===== config.mk =====
export PLATFORM = sky130hd
export DESIGN_NAME = fbm_host
export DESIGN_NICKNAME = d
export VERILOG_FILES = /design/src/hdl/fbm_pkg.sv /design/src/hdl/fbm_host.sv
export SDC_FILE = /design/constraint.sdc
export NUM_CORES = 1
export LEC_CHECK = 0
export BUFFER_PORTS_ARGS = -buffer_cell sky130_fd_sc_hd__clkbuf_2
export CAP_MARGIN = 0
export CORE_MARGIN = 2
export CORE_UTILIZATION = 50
export DETAILED_ROUTE_END_ITERATION = 10
export GPL_TIMING_DRIVEN = 0
export PLACE_DENSITY = 0.81
export SYNTH_ARGS = -nofsm -noshare
export SYNTH_HDL_FRONTEND = slang
export SYNTH_SLANG_ARGS = --single-unit
export TNS_END_PERCENT = 30

===== constraint.sdc =====
create_clock -name clk_i -period 10.8 [get_ports clk_i]
set_input_delay 0 -clock clk_i [delete_from_list [all_inputs] [get_ports clk_i]]
set_output_delay 0 -clock clk_i [all_outputs]
set_load 0.01 [all_outputs]

===== src/hdl/fbm_pkg.sv =====
package fbm_pkg;
	localparam int unsigned ADDR_W = 25;
	localparam int unsigned DATA_W = 16;
	localparam int unsigned SECT_LSB = 16;
	localparam int unsigned SECT_W = ADDR_W - SECT_LSB;
	localparam int unsigned CLK_NS = 100;
	// least times round up to whole cycles
	localparam int unsigned ACCESS_NS = 110;
	localparam int unsigned ACCESS_CYC = (ACCESS_NS + CLK_NS - 1) / CLK_NS;
	localparam int unsigned WE_LOW_NS = 100;
	localparam int unsigned WE_LOW_CYC = (WE_LOW_NS + CLK_NS - 1) / CLK_NS;
	localparam int unsigned WE_HIGH_NS = 100;
	localparam int unsigned WE_HIGH_CYC = (WE_HIGH_NS + CLK_NS - 1) / CLK_NS;
	localparam int unsigned MIN_RESET_PULSE_NS = 500;
	localparam int unsigned MIN_RESET_PULSE_CYC = (MIN_RESET_PULSE_NS + CLK_NS - 1) / CLK_NS;
	localparam int unsigned RESET_RECOVER_NS = 200;
	localparam int unsigned RESET_RECOVER_CYC = (RESET_RECOVER_NS + CLK_NS - 1) / CLK_NS;
	localparam int unsigned BUF_MAX_WORDS = 16;
	localparam int unsigned SEQ_MAX = 4;
	localparam int unsigned CNT_W = 8;
	localparam logic [15:0] ID_BYTE_MASK = 16'h00ff;

	typedef enum logic [2:0] {
		FBM_OP_READ = 3'h0,
		FBM_OP_WRITE = 3'h1,
		FBM_OP_PROG = 3'h2,
		FBM_OP_ID_ENTER = 3'h3,
		FBM_OP_BUF_BEGIN = 3'h4,
		FBM_OP_BUF_WORD = 3'h5,
		FBM_OP_BUF_CONFIRM = 3'h6,
		FBM_OP_RESET = 3'h7
	} fbm_op_t;

	typedef struct packed {
		fbm_op_t op;
		logic [ADDR_W-1:0] addr;
		logic [DATA_W-1:0] data;
	} fbm_cmd_t;

	typedef struct packed {
		logic ce_n;
		logic oe_n;
		logic we_n;
		logic rst_n;
		logic wp_level;
		logic hv_en;
		logic [ADDR_W-1:0] addr;
		logic [DATA_W-1:0] dq_out;
		logic dq_oe_n;
	} fbm_pins_t;

	typedef struct packed {
		logic [ADDR_W-1:0] addr;
		logic [DATA_W-1:0] data;
	} fbm_wcyc_t;
endpackage


===== src/hdl/fbm_host.sv =====
// Functional notes
// - buffered program holds at most 16 words
// - accelerated program uses two-cycle sequence
// - high voltage only during accelerated programming
// - host flags operation interrupted by reset for redo on restart_o
// - read: select and gate low, strobe high
// - write: strobe and select low, gate high
module fbm_host #(
	parameter logic [15:0] UNLOCK1_ADDR = 16'h0001, // arbitrary
	parameter logic [15:0] UNLOCK1_DATA = 16'h0001, // arbitrary
	parameter logic [15:0] UNLOCK2_ADDR = 16'h0002, // arbitrary
	parameter logic [15:0] UNLOCK2_DATA = 16'h0002, // arbitrary
	parameter logic [15:0] PROG_CMD = 16'h0003, // arbitrary
	parameter logic [15:0] ID_CMD = 16'h0004, // arbitrary
	parameter logic [15:0] BUF_LOAD_CMD = 16'h0005, // arbitrary
	parameter logic [15:0] BUF_CONFIRM_CMD = 16'h0006 // arbitrary
) (
	input wire logic clk_i, // 10 MHz clock
	input wire logic nrst_i, // sync reset, active low
	input wire fbm_pkg::fbm_cmd_t cmd_i, // user request
	input wire logic cmd_valid_i, // request valid
	input wire logic accel_req_i, // use accelerated programming
	input wire logic protect_i, // force hardware protection
	input wire logic busy_i, // device ready/busy, high = busy
	input wire logic [fbm_pkg::DATA_W-1:0] dq_i, // data pins in
	output logic cmd_ready_o, // idle, request accepted
	output logic done_o, // request finished pulse
	output logic err_o, // request refused pulse
	output logic [fbm_pkg::DATA_W-1:0] rd_data_o, // read result
	output logic id_mode_o, // device in identification mode
	output logic restart_o, // interrupted program needs redo
	output logic [fbm_pkg::SECT_W-1:0] sector_o, // last sector addressed
	output fbm_pkg::fbm_pins_t pins_o // flash control pins
);
	import fbm_pkg::*;

	typedef enum logic [5:0] {
		ST_IDLE = 6'b000001,
		ST_RD = 6'b000010,
		ST_WLO = 6'b000100,
		ST_WHI = 6'b001000,
		ST_RST = 6'b010000,
		ST_REC = 6'b100000
	} fbm_state_t;

	fbm_state_t state_ff;
	fbm_pins_t pins_ff;
	fbm_wcyc_t seq_ff [SEQ_MAX];
	logic [2:0] seq_len_ff;
	logic [2:0] seq_idx_ff;
	logic [CNT_W-1:0] cnt_ff;
	logic [4:0] buf_cnt_ff;
	logic [4:0] buf_lim_ff;
	logic [SECT_W-1:0] buf_sect_ff;
	logic id_mode_ff;
	logic restart_ff;
	logic ready_ff;
	logic done_ff;
	logic err_ff;
	logic [DATA_W-1:0] rd_data_ff;
	logic [SECT_W-1:0] sector_ff;
	logic take;
	logic refuse;
	logic [ADDR_W-1:0] sect_base;

	assign take = ready_ff && cmd_valid_i;
	assign sect_base = {cmd_i.addr[ADDR_W-1:SECT_LSB], 16'h0000};

	// buffer words beyond the declared count or beyond 16 are refused
	always_comb begin
		refuse = 1'b0;
		unique case (cmd_i.op)
			FBM_OP_BUF_BEGIN: refuse = cmd_i.data >= DATA_W'(BUF_MAX_WORDS);
			FBM_OP_BUF_WORD: refuse = buf_cnt_ff >= buf_lim_ff
				|| cmd_i.addr[ADDR_W-1:SECT_LSB] != buf_sect_ff;
			FBM_OP_BUF_CONFIRM: refuse = buf_cnt_ff != buf_lim_ff;
			default: refuse = 1'b0;
		endcase
	end

	// write-cycle list built at acceptance, then walked by the state machine
	always_ff @(posedge clk_i) begin
		if (!nrst_i) begin
			seq_len_ff <= 3'h0;
			for (int i = 0; i < SEQ_MAX; i++) begin
				seq_ff[i] <= '0;
			end
		end else if (take && !refuse) begin
			seq_ff[0] <= '{addr: ADDR_W'(UNLOCK1_ADDR), data: UNLOCK1_DATA};
			seq_ff[1] <= '{addr: ADDR_W'(UNLOCK2_ADDR), data: UNLOCK2_DATA};
			seq_len_ff <= 3'h4;
			unique case (cmd_i.op)
				FBM_OP_WRITE, FBM_OP_BUF_WORD: begin
					seq_ff[0] <= '{addr: cmd_i.addr, data: cmd_i.data};
					seq_len_ff <= 3'h1;
				end
				FBM_OP_BUF_CONFIRM: begin
					seq_ff[0] <= '{addr: sect_base, data: BUF_CONFIRM_CMD};
					seq_len_ff <= 3'h1;
				end
				FBM_OP_PROG: begin
					if (accel_req_i) begin
						seq_ff[0] <= '{addr: cmd_i.addr, data: PROG_CMD};
						seq_ff[1] <= '{addr: cmd_i.addr, data: cmd_i.data};
						seq_len_ff <= 3'h2;
					end else begin
						seq_ff[2] <= '{addr: ADDR_W'(UNLOCK1_ADDR), data: PROG_CMD};
						seq_ff[3] <= '{addr: cmd_i.addr, data: cmd_i.data};
					end
				end
				FBM_OP_ID_ENTER: begin
					seq_ff[2] <= '{addr: ADDR_W'(UNLOCK1_ADDR), data: ID_CMD};
					seq_len_ff <= 3'h3;
				end
				FBM_OP_BUF_BEGIN: begin
					seq_ff[2] <= '{addr: sect_base, data: BUF_LOAD_CMD};
					seq_ff[3] <= '{addr: sect_base, data: cmd_i.data};
				end
				default: seq_len_ff <= 3'h0;
			endcase
		end
	end

	always_ff @(posedge clk_i) begin
		if (!nrst_i) begin
			buf_cnt_ff <= 5'h00;
			buf_lim_ff <= 5'h00;
			buf_sect_ff <= '0;
		end else if (take && !refuse) begin
			if (cmd_i.op == FBM_OP_BUF_BEGIN) begin
				buf_cnt_ff <= 5'h00;
				buf_lim_ff <= cmd_i.data[4:0] + 5'h01; // count is words minus one
				buf_sect_ff <= cmd_i.addr[ADDR_W-1:SECT_LSB];
			end else if (cmd_i.op == FBM_OP_BUF_WORD) begin
				buf_cnt_ff <= buf_cnt_ff + 5'h01;
			end else if (cmd_i.op == FBM_OP_BUF_CONFIRM || cmd_i.op == FBM_OP_RESET) begin
				buf_lim_ff <= 5'h00;
				buf_cnt_ff <= 5'h00;
			end
		end
	end

	always_ff @(posedge clk_i) begin
		if (!nrst_i) begin
			state_ff <= ST_IDLE;
			cnt_ff <= '0;
			seq_idx_ff <= 3'h0;
			ready_ff <= 1'b0;
			done_ff <= 1'b0;
			err_ff <= 1'b0;
			rd_data_ff <= '0;
		end else begin
			done_ff <= 1'b0;
			err_ff <= 1'b0;
			unique case (state_ff)
				ST_IDLE: begin
					ready_ff <= 1'b1;
					if (take) begin
						ready_ff <= 1'b0;
						seq_idx_ff <= 3'h0;
						if (refuse) begin
							err_ff <= 1'b1;
							ready_ff <= 1'b1;
						end else if (cmd_i.op == FBM_OP_READ) begin
							state_ff <= ST_RD;
							cnt_ff <= CNT_W'(ACCESS_CYC);
						end else if (cmd_i.op == FBM_OP_RESET) begin
							state_ff <= ST_RST;
							cnt_ff <= CNT_W'(MIN_RESET_PULSE_CYC);
						end else begin
							// one idle-strobe phase first, so the pins of cycle 0 load from the built list
							state_ff <= ST_WHI;
							cnt_ff <= CNT_W'(WE_HIGH_CYC);
							seq_idx_ff <= 3'h7;
						end
					end
				end
				ST_RD: begin
					cnt_ff <= cnt_ff - CNT_W'(1);
					if (cnt_ff == CNT_W'(1)) begin
						// identification codes only carry the low byte
						rd_data_ff <= id_mode_ff ? (dq_i & ID_BYTE_MASK) : dq_i;
						done_ff <= 1'b1;
						ready_ff <= 1'b1;
						state_ff <= ST_IDLE;
					end
				end
				ST_WLO: begin
					cnt_ff <= cnt_ff - CNT_W'(1);
					if (cnt_ff == CNT_W'(1)) begin
						state_ff <= ST_WHI;
						cnt_ff <= CNT_W'(WE_HIGH_CYC);
					end
				end
				ST_WHI: begin
					cnt_ff <= cnt_ff - CNT_W'(1);
					if (cnt_ff == CNT_W'(1)) begin
						if (seq_idx_ff + 3'h1 == seq_len_ff) begin
							done_ff <= 1'b1;
							ready_ff <= 1'b1;
							state_ff <= ST_IDLE;
						end else begin
							seq_idx_ff <= seq_idx_ff + 3'h1;
							state_ff <= ST_WLO;
							cnt_ff <= CNT_W'(WE_LOW_CYC);
						end
					end
				end
				ST_RST: begin
					cnt_ff <= cnt_ff - CNT_W'(1);
					if (cnt_ff == CNT_W'(1)) begin
						state_ff <= ST_REC;
						cnt_ff <= CNT_W'(RESET_RECOVER_CYC);
					end
				end
				ST_REC: begin
					cnt_ff <= cnt_ff - CNT_W'(1);
					if (cnt_ff == CNT_W'(1)) begin
						done_ff <= 1'b1;
						ready_ff <= 1'b1;
						state_ff <= ST_IDLE;
					end
				end
			endcase
		end
	end

	// pin drive; idle leaves select and gate high so the device sits in standby
	always_ff @(posedge clk_i) begin
		if (!nrst_i) begin
			pins_ff <= '{ce_n: 1'b1, oe_n: 1'b1, we_n: 1'b1, rst_n: 1'b0, wp_level: 1'b1,
				hv_en: 1'b0, addr: '0, dq_out: '0, dq_oe_n: 1'b1};
		end else begin
			pins_ff.rst_n <= 1'b1;
			pins_ff.ce_n <= 1'b1;
			pins_ff.oe_n <= 1'b1;
			pins_ff.we_n <= 1'b1;
			pins_ff.dq_oe_n <= 1'b1;
			pins_ff.wp_level <= !protect_i;
			if (state_ff == ST_IDLE && take && !refuse) begin
				// high voltage is raised only for a program in accelerated mode
				pins_ff.hv_en <= cmd_i.op == FBM_OP_PROG && accel_req_i;
			end else if (state_ff == ST_IDLE) begin
				pins_ff.hv_en <= 1'b0;
			end
			if (state_ff == ST_IDLE && take && !refuse && cmd_i.op == FBM_OP_READ) begin
				// address then held until the next request, letting sleep keep data
				pins_ff.addr <= cmd_i.addr;
				pins_ff.ce_n <= 1'b0;
				pins_ff.oe_n <= 1'b0;
			end else if (state_ff == ST_RD && cnt_ff != CNT_W'(1)) begin
				pins_ff.ce_n <= 1'b0;
				pins_ff.oe_n <= 1'b0;
			end else if ((state_ff == ST_IDLE && take && !refuse && cmd_i.op == FBM_OP_RESET)
				|| (state_ff == ST_RST && cnt_ff != CNT_W'(1))) begin
				pins_ff.rst_n <= 1'b0;
			end else if ((state_ff == ST_WLO && cnt_ff != CNT_W'(1)) || (state_ff == ST_WHI
				&& cnt_ff == CNT_W'(1) && seq_idx_ff + 3'h1 != seq_len_ff)) begin
				pins_ff.addr <= seq_ff[state_ff == ST_WLO ? seq_idx_ff[1:0] : seq_idx_ff[1:0] + 2'h1].addr;
				pins_ff.dq_out <= seq_ff[state_ff == ST_WLO ? seq_idx_ff[1:0] : seq_idx_ff[1:0] + 2'h1].data;
				pins_ff.ce_n <= 1'b0;
				pins_ff.we_n <= 1'b0;
				pins_ff.dq_oe_n <= 1'b0;
			end
		end
	end

	// identification mode, restart flag and last sector, updated at acceptance
	always_ff @(posedge clk_i) begin
		if (!nrst_i) begin
			id_mode_ff <= 1'b0;
			restart_ff <= 1'b0;
			sector_ff <= '0;
		end else if (take && !refuse) begin
			sector_ff <= cmd_i.addr[ADDR_W-1:SECT_LSB];
			if (cmd_i.op == FBM_OP_ID_ENTER) begin
				id_mode_ff <= 1'b1;
			end else if (cmd_i.op == FBM_OP_RESET) begin
				id_mode_ff <= 1'b0;
			end
			if (cmd_i.op == FBM_OP_RESET && busy_i) begin
				restart_ff <= 1'b1;
			end else if (cmd_i.op == FBM_OP_PROG || cmd_i.op == FBM_OP_BUF_BEGIN) begin
				restart_ff <= 1'b0;
			end
		end
	end

	assign cmd_ready_o = ready_ff;
	assign done_o = done_ff;
	assign err_o = err_ff;
	assign rd_data_o = rd_data_ff;
	assign id_mode_o = id_mode_ff;
	assign restart_o = restart_ff;
	assign sector_o = sector_ff;
	assign pins_o = pins_ff;
endmodule


==> flow_metrics.tcl <==
set metrics [dict create \
    status "completed" \
    most-common-layout-cells "clkbuf_2 (143), edfxtp_1 (136), dfxtp_1 (117)" \
    drc 0 \
    worstMarginPinSlew_ns 1.25 \
    setup_tns_ns 0 \
    total_power_w 0.00276 \
    synthMuxAreaShare 0.0899 \
    clock_power_share 0.320 \
    synth-main-ff-cell "edfxtp_1" \
    chipHeight_um 157 \
    cp.required_ns 11.08 \
    rsz0062_at_grt "no" \
    p_leak_nw 5.91 \
    overflow 0 \
    clkTransAtPathRegs_ns 0.06 \
    antenna_found_initial 0 \
    finalMaxSlewViolations 0 \
    swShare 0.304 \
    grtUsageTotal 0.256 \
    synth_compound_gate_area_share 0.145 \
    syn_area_um2 11700 \
    pin_count 144 \
    grt_pass1_vias 9181 \
    p_int_w 0.00192 \
    io_buffers 142 \
    antennaDiodeCount 0 \
    cp_max_fo 21 \
    synth_top_area_frac 0.348 \
    hold_path_class "input port to flop" \
    synth_top_family_by_area "simple AND/OR/NAND/NOR gates" \
    final_common_cell "clkbuf_2" \
    dr.pass1.iters 5 \
    grt_pass1_wl_mm 49.1 \
    post_cts_buffers 0 \
    dieWidth_um 157 \
    p_seq_frac 0.413 \
    synthCells 1024 \
    dpl.cell_count 1490 \
    synth_edf_count 136 \
    gp_congestion 0.928 \
    critPathCaptureType "flop" \
    max_freq_mhz 267 \
    synth-seq-cells 253 \
    p_switching_w 0.000839 \
    postRouteAntennaNets 0 \
    clockBufferDepth 3 \
    instances_no_fill 1600 \
    avgSynthCellArea_um2 11.5 \
    core_area_um2 23300 \
    hold_violations 0 \
    dieArea_um2 24700 \
    synth_xor_area_frac 0.0161 \
    wl_per_cell_um 19.9 \
    cts_buffers 26 \
    fin_skew_ns 0.0136 \
    pwr-share-comb 0.266 \
    nets 1338 \
    hpwl_mm 21.1 \
    htreeDepth 1 \
    synth.area.top_cells "edfxtp_1 (35%), dfxtp_1 (20%), mux2i_1 (6.7%)" \
    vias 9203 \
    ys_seq_area_frac 0.548 \
    layout_min_cycle_time_ns 3.74 \
    clock_sinks 253 \
    synthDistinctLibCells 76 \
    critPathArrivalTime_ns 4.02 \
    syn-num-nets 1101 \
    yosysTopAreaCell "edfxtp_1" \
    cts_root_buf "clkbuf_16" \
    synthAdderAreaFrac 0.0117 \
    start_kind "flop" \
    layout-drive-gt1-share 0.203 \
    setup_viol 0 \
    drt_iter0_drc 700 \
    final.period_utilization 0.347 \
    area_growth_syn_to_layout_pct 23.0 \
    num_rows 56 \
    wirelength_mm 31.8 \
    critical_path_class "flop to flop" \
    final_core_util 0.620 \
    synthArstFlopShare 0 \
    start_util 0.504 \
    clk_latency_ns 0.53 \
    powerDensity_nw_per_um2 191 \
    grt_max_degree 32 \
    viasPerCell 5.75 \
    yosys.area_share.simple 0.156 \
    post_dp_cell_area_um2 13000 \
    cts_tree "done" \
    ys_warn_count 0 \
    max_cap_violations 0 \
    slew-limit-headroom 0.167 \
    final_area_um2 14400 \
    ir_worst_vdd_v 0.000105 \
]
## through the flow
step	hold slack [ns]	setup slack, ns
3_5_place_dp	0.161	7.12
6_report	0.111	7.06
2_1_floorplan	0.0700	5.81
5_1_grt	0.175	6.95
4_1_cts	0.103	7.12
3_3_place_gp	0.159	3.57
## area by class of cell
cell class	count	area, um2
inverter	14	52.6
multi-input combinational	684	4930
sequential	253	6430
tap	319	399
clock buffer	35	736
fill	1911	8830
buffer	73	344
timing repair buffer	209	1440
clock inverter	13	103
## cell families (layout without fill, tap and decap cells)
kind of cell / after synthesis / count (layout)
buffers and inverters: 87 / 344
xor gates and xnor gates: 19 / 19
muxes: 92 / 92
and+or+nand+nor: 319 / 319
DFF: 253 / 253
adders and majority gates: 11 / 11
AOI/OAI and AO/OA: 243 / 243
## power groups by stage
| stage | Clock [W] | Combinational [W] | Sequential (W) |
|---|---|---|---|
| 2_1_floorplan | 0 | 0.000499 | 0.00116 |
| 3_3_place_gp | 0 | 0.000682 | 0.00116 |
| 3_5_place_dp | 0 | 0.000702 | 0.00116 |
| 4_1_cts | 0.000891 | 0.000727 | 0.00114 |
| 5_1_grt | 0.000929 | 0.000789 | 0.00115 |
| 6_report | 0.000884 | 0.000735 | 0.00114 |
## worst paths after layout
| check | from | endpoint | slack, ns | cells after the start |
|---|---|---|---|---|
| max | buf_cnt_ff[0]$_SDFFE_PN0P_ | seq_ff[0][1]$_SDFFCE_PN0P_ | 7.06 | 10 |
| min reg2reg | rd_data_o[9]$_SDFFE_PN0P_ | rd_data_o[9]$_SDFFE_PN0P_ | 0.46 | 2 |
| max reg2reg | buf_cnt_ff[0]$_SDFFE_PN0P_ | seq_ff[0][1]$_SDFFCE_PN0P_ | 7.06 | 10 |
| min | cmd_valid_i | seq_len_ff[1]$_SDFFE_PN0N_ | 0.11 | 4 |
## worst max-delay path: stages (launching register included)
cell and delay, ns:
dfxtp_1 0.39, inv_1 0.08, ha_1 0.29, nand2b_1 0.10, a211oi_1 0.07, o311a_2 0.46, a21o_1 0.24, a21oi_1 0.54
clkbuf_1 0.59, inv_2 0.43, buf_12 0.29
## sequential cells by signal, indices dropped and copies added, names as in the netlist
| register | cells |
|---|---|
| done_o | 1 |
| id_mode_o | 1 |
| seq_ff | 136 |
| sector_o | 9 |
| buf_sect_ff | 9 |
| rd_data_o | 16 |
| buf_lim_ff | 5 |
| cnt_ff | 8 |
| buf_cnt_ff | 5 |
| err_o | 1 |
| pins_o | 48 |
| seq_idx_ff | 3 |
| state_ff | 6 |
| seq_len_ff | 3 |
| cmd_ready_o | 1 |
| restart_o | 1 |
## timing repair
action / CTS / global route
endpoints found under the hold margin: 198 / 0
gates resized for setup: 0 / 0
hold buffers: 62 / 0
## routing by layer
| layer | track usage | wire length (um) | share of wire | vias up |
|---|---|---|---|---|
| met5 | 0 | 0 | 0 | - |
| met4 | 0.103 | 1050 | 0.033 | 0 |
| met3 | 0.0570 | 2840 | 0.089 | 75 |
| met2 | 0.423 | 15100 | 0.47 | 433 |
| met1 | 0.329 | 12800 | 0.40 | 4422 |
| li1 | - | - | - | 4273 |
## Yosys cell counts (all sizes together) (2+ instances only)
cell	instances
a2111oi	2
a211oi	5
a21boi	4
a21o	11
a21oi	60
a22o	9
a22oi	17
a2bb2oi	38
a311oi	2
a31oi	7
and2	117
and3	19
buf	31
clkbuf	42
dfxtp	117
edfxtp	136
ha	11
inv	14
mux2	4
mux2i	78
mux4	10
nand2	71
nand2b	5
nand3	24
nand3b	12
nand4	4
nor2	21
nor2b	7
nor3	13
nor4	11
nor4b	2
o211a	2
o21a	5
o21ai	40
o22ai	17
o311a	2
o311ai	3
o31a	2
o31ai	6
or2	2
or3	7
or4	3
xnor2	5
xor2	13
No activity file was read; power rests on OpenSTA's default activity.
